$ cat config.mk
export PLATFORM = sky130hd
export DESIGN_NAME = owsr_regs
export DESIGN_NICKNAME = d
export VERILOG_FILES = /design/src/verilog/owsr_pkg.sv /design/src/verilog/owsr_regs.sv
export SDC_FILE = /design/constraint.sdc
export NUM_CORES = 1
export LEC_CHECK = 0
export ABC_AREA = 1
export BUFFER_PORTS_ARGS = -buffer_cell sky130_fd_sc_hd__buf_4
export CAP_MARGIN = 20
export CORE_MARGIN = 3
export CORE_UTILIZATION = 40
export DETAILED_ROUTE_END_ITERATION = 8
export PLACE_DENSITY = 0.7
export SYNTH_ARGS = -nofsm -noshare
export SYNTH_HDL_FRONTEND = slang
export SYNTH_SLANG_ARGS = --single-unit
$ cat constraint.sdc
create_clock -name clk_i -period 1.8 [get_ports clk_i]
set_clock_uncertainty 0.05 [all_clocks]
set_input_delay 0 -clock clk_i [delete_from_list [all_inputs] [get_ports clk_i]]
set_output_delay 0 -clock clk_i [all_outputs]
set_load 0.05 [all_outputs]
$ cat src/verilog/owsr_pkg.sv
// package: register map, field layout, reset values and carrier types of the offset/status bank
package owsr_pkg;

   // ==========================================================
   // register word indices (byte address = index * 4, e.g. 0xA5 -> 0x294, 0xC0 -> 0x300)
   localparam logic [8:0]  OWSR_IDX_CH7_OFS   = 9'h0A5;
   localparam logic [8:0]  OWSR_IDX_WEIGHT    = 9'h0A7;
   localparam logic [8:0]  OWSR_IDX_CAL_STAT  = 9'h0C0;
   localparam logic [8:0]  OWSR_IDX_PLL_STAT  = 9'h0D1;
   localparam logic [8:0]  OWSR_IDX_IDENT_LO  = 9'h15C;
   localparam logic [8:0]  OWSR_IDX_IDENT_HI  = 9'h15D;
   localparam logic [8:0]  OWSR_IDX_IRQ_STAT  = 9'h1F0;
   localparam logic [8:0]  OWSR_IDX_IRQ_MASK  = 9'h1F1;
   localparam int          OWSR_ADDR_W        = 11;

   // ==========================================================
   // field positions
   localparam int          OWSR_WT_LSB        = 3;
   localparam int          OWSR_WT_MSB        = 4;
   localparam int          OWSR_CAL_DONE_BIT  = 7;
   localparam int          OWSR_PLL_CAL_BIT   = 5;
   localparam int          OWSR_PLL_LOW_BIT   = 2;
   localparam int          OWSR_PLL_HIGH_BIT  = 1;

   // ==========================================================
   // reset values
   localparam logic [7:0]  OWSR_CH7_RST       = 8'h00;
   localparam logic [7:0]  OWSR_WEIGHT_RST    = 8'h47;
   localparam logic [7:0]  OWSR_CAL_RST       = 8'h00;
   localparam logic [3:0]  OWSR_IRQ_RST       = 4'h0;
   // arbitrary identity value, not a real part code
   localparam logic [15:0] OWSR_IDENT_DEF     = 16'h5A01;

   // ==========================================================
   // interrupt bit positions (status and mask share layout)
   localparam int          OWSR_IRQ_CAL       = 0;
   localparam int          OWSR_IRQ_PLLCAL    = 1;
   localparam int          OWSR_IRQ_LOW       = 2;
   localparam int          OWSR_IRQ_HIGH      = 3;
   localparam int          OWSR_IRQ_N         = 4;

   typedef enum logic [1:0] {
      OWSR_STEP_QUARTER = 2'b00,
      OWSR_STEP_HALF    = 2'b01,
      OWSR_STEP_ONE     = 2'b10,
      OWSR_STEP_TWO     = 2'b11
   } owsr_step_t;

   // ==========================================================
   // carriers
   typedef struct packed {
      logic [OWSR_ADDR_W-1:0] adr;
      logic [31:0]            dat;
      logic [3:0]             sel;
      logic                   we;
      logic                   cyc;
      logic                   stb;
   } owsr_wb_req_t;

   typedef struct packed {
      logic                   cal_done;
      logic                   pll_cal_done;
      logic                   pll_low;
      logic                   pll_high;
   } owsr_status_t;

   typedef struct packed {
      logic [7:0]             ch7_code;
      logic [7:0]             weight;
      logic [1:0]             cal_sync;
      logic [1:0]             pcal_sync;
      logic [1:0]             low_sync;
      logic [1:0]             high_sync;
      logic [3:0]             prev;
      logic [OWSR_IRQ_N-1:0]  irq_stat;
      logic [OWSR_IRQ_N-1:0]  irq_mask;
      logic                   ack;
      logic [31:0]            rdat;
      logic signed [19:0]     ofs;
      logic [6:0][19:0]       ch_ofs;
   } owsr_state_t;

endpackage

$ cat src/verilog/owsr_regs.sv
// offset weight, calibration/pll status and identity register bank on classic wishbone
//
// Local design decision: the Wishbone register port.
`timescale 1ns/1ns

module owsr_regs
   import owsr_pkg::*;
#(
   parameter logic [15:0] IDENT = OWSR_IDENT_DEF
) (
   // clock and reset
   input  wire logic                     clk_i,
   input  wire logic                     rst_i,
   // wishbone slave
   input  wire owsr_pkg::owsr_wb_req_t   wb_req_i,
   output logic [31:0]                   wb_dat_o,
   output logic                          wb_ack_o,
   // status from converter core (asynchronous levels)
   input  wire owsr_pkg::owsr_status_t   status_i,
   // channel codes in, control out to datapath
   input  wire logic signed [7:0]        ch_code_i [7],
   output logic [1:0]                    offset_step_scale_o,
   output logic signed [19:0]            ch7_offset_o,
   output logic signed [19:0]            ch_offset_o [7],
   output logic [2:0]                    factory_trim_bits_hi_o,
   output logic [2:0]                    factory_trim_bits_lo_o,
   // interrupt
   output logic                          irq_o
);
   import owsr_pkg::*;

   // ==========================================================
   // state
   owsr_state_t           s_reg;
   owsr_state_t           s_next;

   // ==========================================================
   // bus decode signals
   logic [8:0]            idx;
   logic                  acc;
   logic                  rd_acc;
   logic                  wr;
   logic [7:0]            wbyte;

   logic                  hit_ch7;
   logic                  hit_wt;
   logic                  hit_cal;
   logic                  hit_pll;
   logic                  hit_id_lo;
   logic                  hit_id_hi;
   logic                  hit_istat;
   logic                  hit_imask;

   logic                  wr_ch7;
   logic                  wr_wt;
   logic                  wr_istat;
   logic                  wr_imask;

   // ==========================================================
   // status and interrupt signals
   logic [OWSR_IRQ_N-1:0] live;
   logic [OWSR_IRQ_N-1:0] rise;
   logic [OWSR_IRQ_N-1:0] clr;
   logic [OWSR_IRQ_N-1:0] stat_nx;
   logic [OWSR_IRQ_N-1:0] mask_nx;
   logic [7:0]            cal_byte;
   logic [7:0]            pll_byte;

   // ==========================================================
   // register, read and offset signals
   logic [7:0]            ch7_nx;
   logic [7:0]            weight_nx;
   logic [7:0]            rd_byte;
   logic [1:0]            wt_field;
   logic signed [19:0]    ch7_scaled;
   logic signed [19:0]    ch_scaled [7];

   genvar                 b;
   genvar                 g;

   // ==========================================================
   // offset scaling in quarter-lsb units; digital gain is applied downstream
   function automatic logic signed [19:0] scale(input logic signed [7:0] code,
                                                input logic [1:0]        wt);
      logic signed [19:0] ext;
      owsr_step_t         step;
      ext  = 20'(code);
      step = owsr_step_t'(wt);
      case (step)
         OWSR_STEP_QUARTER: begin
            scale = ext;
         end
         OWSR_STEP_HALF: begin
            scale = ext <<< 2'h1;
         end
         OWSR_STEP_ONE: begin
            scale = ext <<< 2'h2;
         end
         OWSR_STEP_TWO: begin
            scale = ext <<< 2'h3;
         end
         default: begin
            scale = ext;
         end
      endcase
   endfunction

   // ==========================================================
   // bus decode; ack gating leaves one idle cycle between accesses
   assign idx      = wb_req_i.adr[OWSR_ADDR_W-1:2];
   assign acc      = wb_req_i.cyc && wb_req_i.stb && !s_reg.ack;
   assign rd_acc   = acc && !wb_req_i.we;
   assign wr       = acc && wb_req_i.we && wb_req_i.sel[0];
   assign wbyte    = wb_req_i.dat[7:0];

   assign wr_ch7   = wr && hit_ch7;
   assign wr_wt    = wr && hit_wt;
   assign wr_istat = wr && hit_istat;
   assign wr_imask = wr && hit_imask;

   always_comb begin
      hit_ch7   = 1'b0;
      hit_wt    = 1'b0;
      hit_cal   = 1'b0;
      hit_pll   = 1'b0;
      hit_id_lo = 1'b0;
      hit_id_hi = 1'b0;
      hit_istat = 1'b0;
      hit_imask = 1'b0;
      case (idx)
         OWSR_IDX_CH7_OFS: begin
            hit_ch7 = 1'b1;
         end
         OWSR_IDX_WEIGHT: begin
            hit_wt = 1'b1;
         end
         OWSR_IDX_CAL_STAT: begin
            hit_cal = 1'b1;
         end
         OWSR_IDX_PLL_STAT: begin
            hit_pll = 1'b1;
         end
         OWSR_IDX_IDENT_LO: begin
            hit_id_lo = 1'b1;
         end
         OWSR_IDX_IDENT_HI: begin
            hit_id_hi = 1'b1;
         end
         OWSR_IDX_IRQ_STAT: begin
            hit_istat = 1'b1;
         end
         OWSR_IDX_IRQ_MASK: begin
            hit_imask = 1'b1;
         end
         default: begin
            hit_ch7 = 1'b0;
         end
      endcase
   end

   // ==========================================================
   // status: only the second flop of each synchroniser is read
   assign live[OWSR_IRQ_CAL]    = s_reg.cal_sync[1];
   assign live[OWSR_IRQ_PLLCAL] = s_reg.pcal_sync[1];
   assign live[OWSR_IRQ_LOW]    = s_reg.low_sync[1];
   assign live[OWSR_IRQ_HIGH]   = s_reg.high_sync[1];

   // sticky events; a rise in the cycle of a clear wins
   generate
      for (b = 0; b < OWSR_IRQ_N; b++) begin : g_evt
         assign rise[b]    = live[b] && !s_reg.prev[b];
         assign stat_nx[b] = rise[b] || (s_reg.irq_stat[b] && !clr[b]);
      end
   endgenerate

   always_comb begin
      cal_byte                    = OWSR_CAL_RST;
      cal_byte[OWSR_CAL_DONE_BIT] = live[OWSR_IRQ_CAL];
   end

   // drift bits follow the live level, nothing is latched
   always_comb begin
      pll_byte                    = 8'h00;
      pll_byte[OWSR_PLL_CAL_BIT]  = live[OWSR_IRQ_PLLCAL];
      pll_byte[OWSR_PLL_LOW_BIT]  = live[OWSR_IRQ_LOW];
      pll_byte[OWSR_PLL_HIGH_BIT] = live[OWSR_IRQ_HIGH];
   end

   // ==========================================================
   // register writes; writes to read-only places are dropped
   always_comb begin
      ch7_nx    = s_reg.ch7_code;
      weight_nx = s_reg.weight;
      mask_nx   = s_reg.irq_mask;
      clr       = '0;
      if (wr_ch7) begin
         ch7_nx = wbyte;
      end
      // trim bits stored as written; keeping them is the host's job
      if (wr_wt) begin
         weight_nx = wbyte;
      end
      if (wr_istat) begin
         clr = wbyte[OWSR_IRQ_N-1:0];
      end
      if (wr_imask) begin
         mask_nx = wbyte[OWSR_IRQ_N-1:0];
      end
   end

   // ==========================================================
   // read mux; unmapped places read as zero
   always_comb begin
      rd_byte = 8'h00;
      if (hit_ch7) begin
         rd_byte = s_reg.ch7_code;
      end else if (hit_wt) begin
         rd_byte = s_reg.weight;
      end else if (hit_cal) begin
         rd_byte = cal_byte;
      end else if (hit_pll) begin
         rd_byte = pll_byte;
      end else if (hit_id_lo) begin
         rd_byte = IDENT[7:0];
      end else if (hit_id_hi) begin
         rd_byte = IDENT[15:8];
      end else if (hit_istat) begin
         rd_byte = {4'h0, s_reg.irq_stat};
      end else if (hit_imask) begin
         rd_byte = {4'h0, s_reg.irq_mask};
      end else begin
         rd_byte = 8'h00;
      end
   end

   // ==========================================================
   // offsets: one step field scales every channel alike
   assign wt_field   = s_reg.weight[OWSR_WT_MSB:OWSR_WT_LSB];
   assign ch7_scaled = scale(s_reg.ch7_code, wt_field);

   generate
      for (g = 0; g < 7; g++) begin : g_ch
         assign ch_scaled[g]   = scale(ch_code_i[g], wt_field);
         assign ch_offset_o[g] = s_reg.ch_ofs[g];
      end
   endgenerate

   // ==========================================================
   // next state; the synchronous reset overrides every field
   always_comb begin
      s_next           = s_reg;
      s_next.cal_sync  = {s_reg.cal_sync[0], status_i.cal_done};
      s_next.pcal_sync = {s_reg.pcal_sync[0], status_i.pll_cal_done};
      s_next.low_sync  = {s_reg.low_sync[0], status_i.pll_low};
      s_next.high_sync = {s_reg.high_sync[0], status_i.pll_high};
      s_next.prev      = live;
      s_next.ch7_code  = ch7_nx;
      s_next.weight    = weight_nx;
      s_next.irq_mask  = mask_nx;
      s_next.irq_stat  = stat_nx;
      s_next.ack       = acc;
      s_next.rdat      = 32'h0000_0000;
      if (rd_acc) begin
         s_next.rdat[7:0] = rd_byte;
      end
      s_next.ofs       = ch7_scaled;
      for (int i = 0; i < 7; i++) begin
         s_next.ch_ofs[i] = ch_scaled[i];
      end
      if (rst_i) begin
         s_next          = '0;
         s_next.ch7_code = OWSR_CH7_RST;
         s_next.weight   = OWSR_WEIGHT_RST;
         s_next.irq_stat = OWSR_IRQ_RST;
         s_next.irq_mask = OWSR_IRQ_RST;
      end
   end

   always_ff @(posedge clk_i) begin
      s_reg <= s_next;
   end

   // ==========================================================
   // outputs, all but irq_o taken straight from flops; irq_o ORs the masked status flops
   assign wb_dat_o               = s_reg.rdat;
   assign wb_ack_o               = s_reg.ack;
   assign offset_step_scale_o    = wt_field;
   assign ch7_offset_o           = s_reg.ofs;
   assign factory_trim_bits_hi_o = s_reg.weight[7:5];
   assign factory_trim_bits_lo_o = s_reg.weight[2:0];
   assign irq_o                  = |(s_reg.irq_stat & s_reg.irq_mask);

endmodule
After elaboration in Yosys (flattened, before gate mapping)
Index checks and enable logic that the tools add are counted.
Storage, ports and cells
  flip-flop bits (word level): 229
  logic and storage cells: 92
  output and inout port bits: 202
  input bits: 112
Cells by class
  bitwise gates (word level): 2
  reductions and logical operators: 34
  eq/ne operators: 11
  muxes and demuxes: 25
Operators by type and width (count)
  $pmux W20 S4: 8
  $eq A9 B8 Y1 const B: 4
  $eq A9 B9 Y1 const B: 4
  $mux W8: 3
  $mux W7: 3
  $logic_and A1 B1 Y1: 17
  $mux W4: 3
  $logic_not A1 Y1: 10
  $mux W1: 8
  $and A4 B4 Y4: 1
  $eq A2 B2 Y1 const B: 2
  $logic_or A1 B1 Y1: 4
  $reduce_or A4 Y1: 1
  $eq A2 B1 Y1 const B: 1
  $logic_not A2 Y1: 1
  $reduce_or A2 Y1: 1
  $not A1 Y1: 1

Longest topological paths before layout
  depth in word-level cells: 10
  gate-level depth with buffers: 9
  depth with buffers taken out: 8

Worst setup path after synthesis
Ideal clock, no wire load.
  path type: register to register
  from: register s_reg (netlist bit wb_ack_o)
  to: register s_reg[194] (netlist bit)
  library setup time: 116 ps
  required time: 1634 ps
  arrival: 1283 ps
  setup slack: 352 ps
  period minus slack after synthesis: 1448 ps
  buffers on the path: 0
  cell stages (with the launch flop): 7
  cells stage by stage: dfxtp_1 nand3b_4 nor2_2 nand2_1 clkinv_1 nor2_1 nor2_1
On the way
  longest elaborated chain between the ends: 5
Ends and longest elaborated chain
  start, declared: line owsr_regs.sv:34  | owsr_state_t s_reg;
  start signal, assigned: line owsr_regs.sv:280  | s_reg <= s_next;
  $logic_not A1 Y1: line owsr_regs.sv:111  | assign acc = wb_req_i.cyc && wb_req_i.stb && !s_reg.ack;
  $logic_and A1 B1 Y1: line owsr_regs.sv:111
  $logic_and A1 B1 Y1 (2 in a row): line owsr_regs.sv:113  | assign wr = acc && wb_req_i.we && wb_req_i.sel[0];
  $logic_and A1 B1 Y1: line owsr_regs.sv:119  | assign wr_imask = wr && hit_imask;
No other way between the ends.
A chain may end at the register's enable or synchronous reset.

Final worst setup path
  from: register s_reg (netlist bit offset_step_scale_o[0])
  to: register s_reg (netlist bit ch_offset_o[3])
On the way
  longest elaborated chain between the ends: 2
  elaborated cells on any way between the ends: 5
  those cells by class: 3 x eq/ne; 1 x mux; 1 x reduce/logical
Ends and longest elaborated chain
  $eq A2 B2 Y1, or another cell as far along: line owsr_regs.sv:89  | case (step)
  $pmux W20 S4 (*): line owsr_regs.sv:89
Mark *: on every way between the ends. The rest lies on a longest branch, timed or not. The select of a mux whose other input is x is not followed.

==> run metrics <==
Synth async-reset ratio 0%; I/O pins 314; met3 Resource Use GR roughly 4.2%; proportion of layout cells with a drive suffix above 1 ~30%; vias in the first global route about 6000; DR DRC count 0; dominant cell type by area after synthesis dfxtp_1; most numerous cell in the Yosys netlist buf_4; Sw Pwr approximately 2.5 mW; average wire per standard cell ~17 um; CTS max path bufs 2; synth top area cells dfxtp_1 (38%), buf_4 (22%), nand2_1 (8.2%), nor2_1 (5.3%), o21ai_0 (4.7%); antenna-violating nets left 0; Post-synth EDFFs 0; Max Cap Viol 0; Sw Ratio between 30% and 40%; global-route wire length before repair 33000 um; Reg power frac 38.3%; Synth Warn # 0; Die Y 138 um; GRT Resource Usage Total a little under a quarter; Final #Nets around 1200; max FFs per register 77; largest net degree at the start of global routing 31; global route total overflow 0; Mapped Cells 945; met2 GRT Util between 30% and 40%; post-synth cell types 36; RSZ-0062 raised after global routing no; Detail Placement HPWL about 16000 um; Leak roughly 4.5 nW; Slew Viols, Final 0; CTS tree built; min Tclk post-route roughly 1.7 ns; Tot Pwr 8.14 mW; clock root cell clkbuf_16; clock slew at reported path FFs ~0.06 ns; Setup TNS 0 ns; die area 19000 um2; TritonCTS Buffers 17; vias per std cell just under 5; startpoint types register; Die Span X around 140 um; number of DRC markers in iteration 0 approximately 750; Clock power frac between 40% and 50%; sequential area share after synthesis about two fifths; combinational power share between 10% and 20%; Fin. Hold Viols 0; Setup CP Type register to register; met1 usage between 30% and 40%; internal power around 5.7 mW; register bit count reported by yosys 133; status finished, final reports clean; routed vias 6556; filler cell count around 1600; Initial Util about two fifths; core box area 16800 um2; peak supply drop between 0.7 and 0.8 mV; GPL Wtd Cong 0.875; Most Crowded Layer GR met2; most common flop cell mapped by yosys dfxtp_1; critical path fanouts, max 8; Total Routed Length between 20000 and 25000 um; Crit. End Element register; initial antenna violation count 0; standard-cell rows 47; commonest cells in the netlist buf_4 (202), nand2_1 (153), dfxtp_1 (133); Initial DRT Pass Iterations 7; Setup-failing EPs final 0; Max Fclk roughly 590 MHz; Port Buf Inserts 260; Yosys top cell area share a little under two fifths; data required time of the critical path 2.08 ns; CP arrival between 1.5 and 2 ns; Hold Crit Class primary input to register; mapped cell area about 7000 um2; period utilisation layout a little over nine tenths; Avg Cell Area, Syn about 7.4 um2; clk sinks 133; PD cells 883 nW/um2; CTS H-tree depth 4; area delta synth->final 32.3%; Skew-Pair Late Insertion Delay 0.42 ns
## metrics by stage
| stage | cell area [um2] | util (%) | instances | setup slack (ns) | hold slack (ns) |
|---|---|---|---|---|---|
| 2_1_floorplan | 7050 | - | 968 | 0.352 | 0.0570 |
| 3_3_place_gp | 7790 | 46.3 | 1234 | 0.320 | 0.156 |
| 3_5_place_dp | 7790 | 46.3 | 1234 | 0.198 | 0.156 |
| 4_1_cts | 9210 | 54.7 | 1349 | 0.0595 | 0.000494 |
| 5_1_grt | 9210 | 54.8 | 1349 | 0.0200 | 0.0392 |
| 6_report | 9220 | 54.8 | 1350 | 0.101 | 0.00964 |
## final cells by class
cell class	instances	area [um2]	share of cell area, %
diodes	1	2.50	0.0272
clock buffers	20	457	4.96
clock inverters	12	129	1.40
inverters	89	339	3.68
multi-input cells	510	2370	25.8
flip-flops and latches	133	2660	28.9
well taps	220	275	2.99
repair buffers	365	2980	32.3
## logic make-up (layout without fill, tap and decap cells)
kind of cell / count (synthesis) / count (layout) / synth area share (%)
mux: 1 / 1 / 0.144
flops: 133 / 133 / 38.2
simple gates: 299 / 299 / 17.7
compound gates: 186 / 186 / 14.9
other cells: 1 / 25 / 0.0538
buf+inv: 325 / 486 / 28.9
## cell usage in the layout (no fill, tap or decap), drive strengths merged, types with 3 or more instances in the layout
cell         instances
o22ai               14
nor3                 3
nand4                6
buf                282
dlygate4sd3         83
clkinv               7
o221ai               6
o21ai               88
conb                24
a221oi               4
dfxtp              133
clkbuf              20
a31oi               18
clkinvlp             3
nand3               25
o32ai                3
nor2               106
inv                 89
nand2              156
a21oi               47
## what timing repair did
action,4_1_cts,5_1_grt
endpoints found under the setup margin,0,1
setup buffers,0,0
resized for setup,0,3
endpoints found under the hold margin,117,0
hold buffers,83,0
## critical path, cell delays in order (launching register included)
cell and delay, ns:
dfxtp_1 0.47, buf_4 0.22, o21ai_1 0.07, dlygate4sd3_1 0.57, a221oi_1 0.23
## per-layer routing
metal	part of all wire (%)	vias to the layer above
li1	-	3157
met4	2.6	0
met1	42	2936
met3	10	55
met5	0	-
met2	45	408
## path summary, 6_finish.rpt
path                                             start              to  slack, ns  depth (start not counted)
worst max-delay path            offset_step_scale_o[0]  ch_offset_o[3]       0.10                          4
worst min-delay path                      wb_req_i[45]     wb_dat_o[5]       0.01                          5
worst max register to register  offset_step_scale_o[0]  ch_offset_o[3]       0.10                          4
worst min register to register              s_reg[205]         live[3]       0.35                          2
## power groups by stage
stage	Sequential (mW)	Clock [mW]	Combinational, mW
after floorplan	3.16	0	1.17
after global placement	3.18	0	1.42
after detailed placement	3.18	0	1.42
after CTS	3.12	3.47	1.57
after global routing	3.13	3.60	1.66
final	3.12	3.43	1.58
No activity file was read; power rests on OpenSTA's default activity.
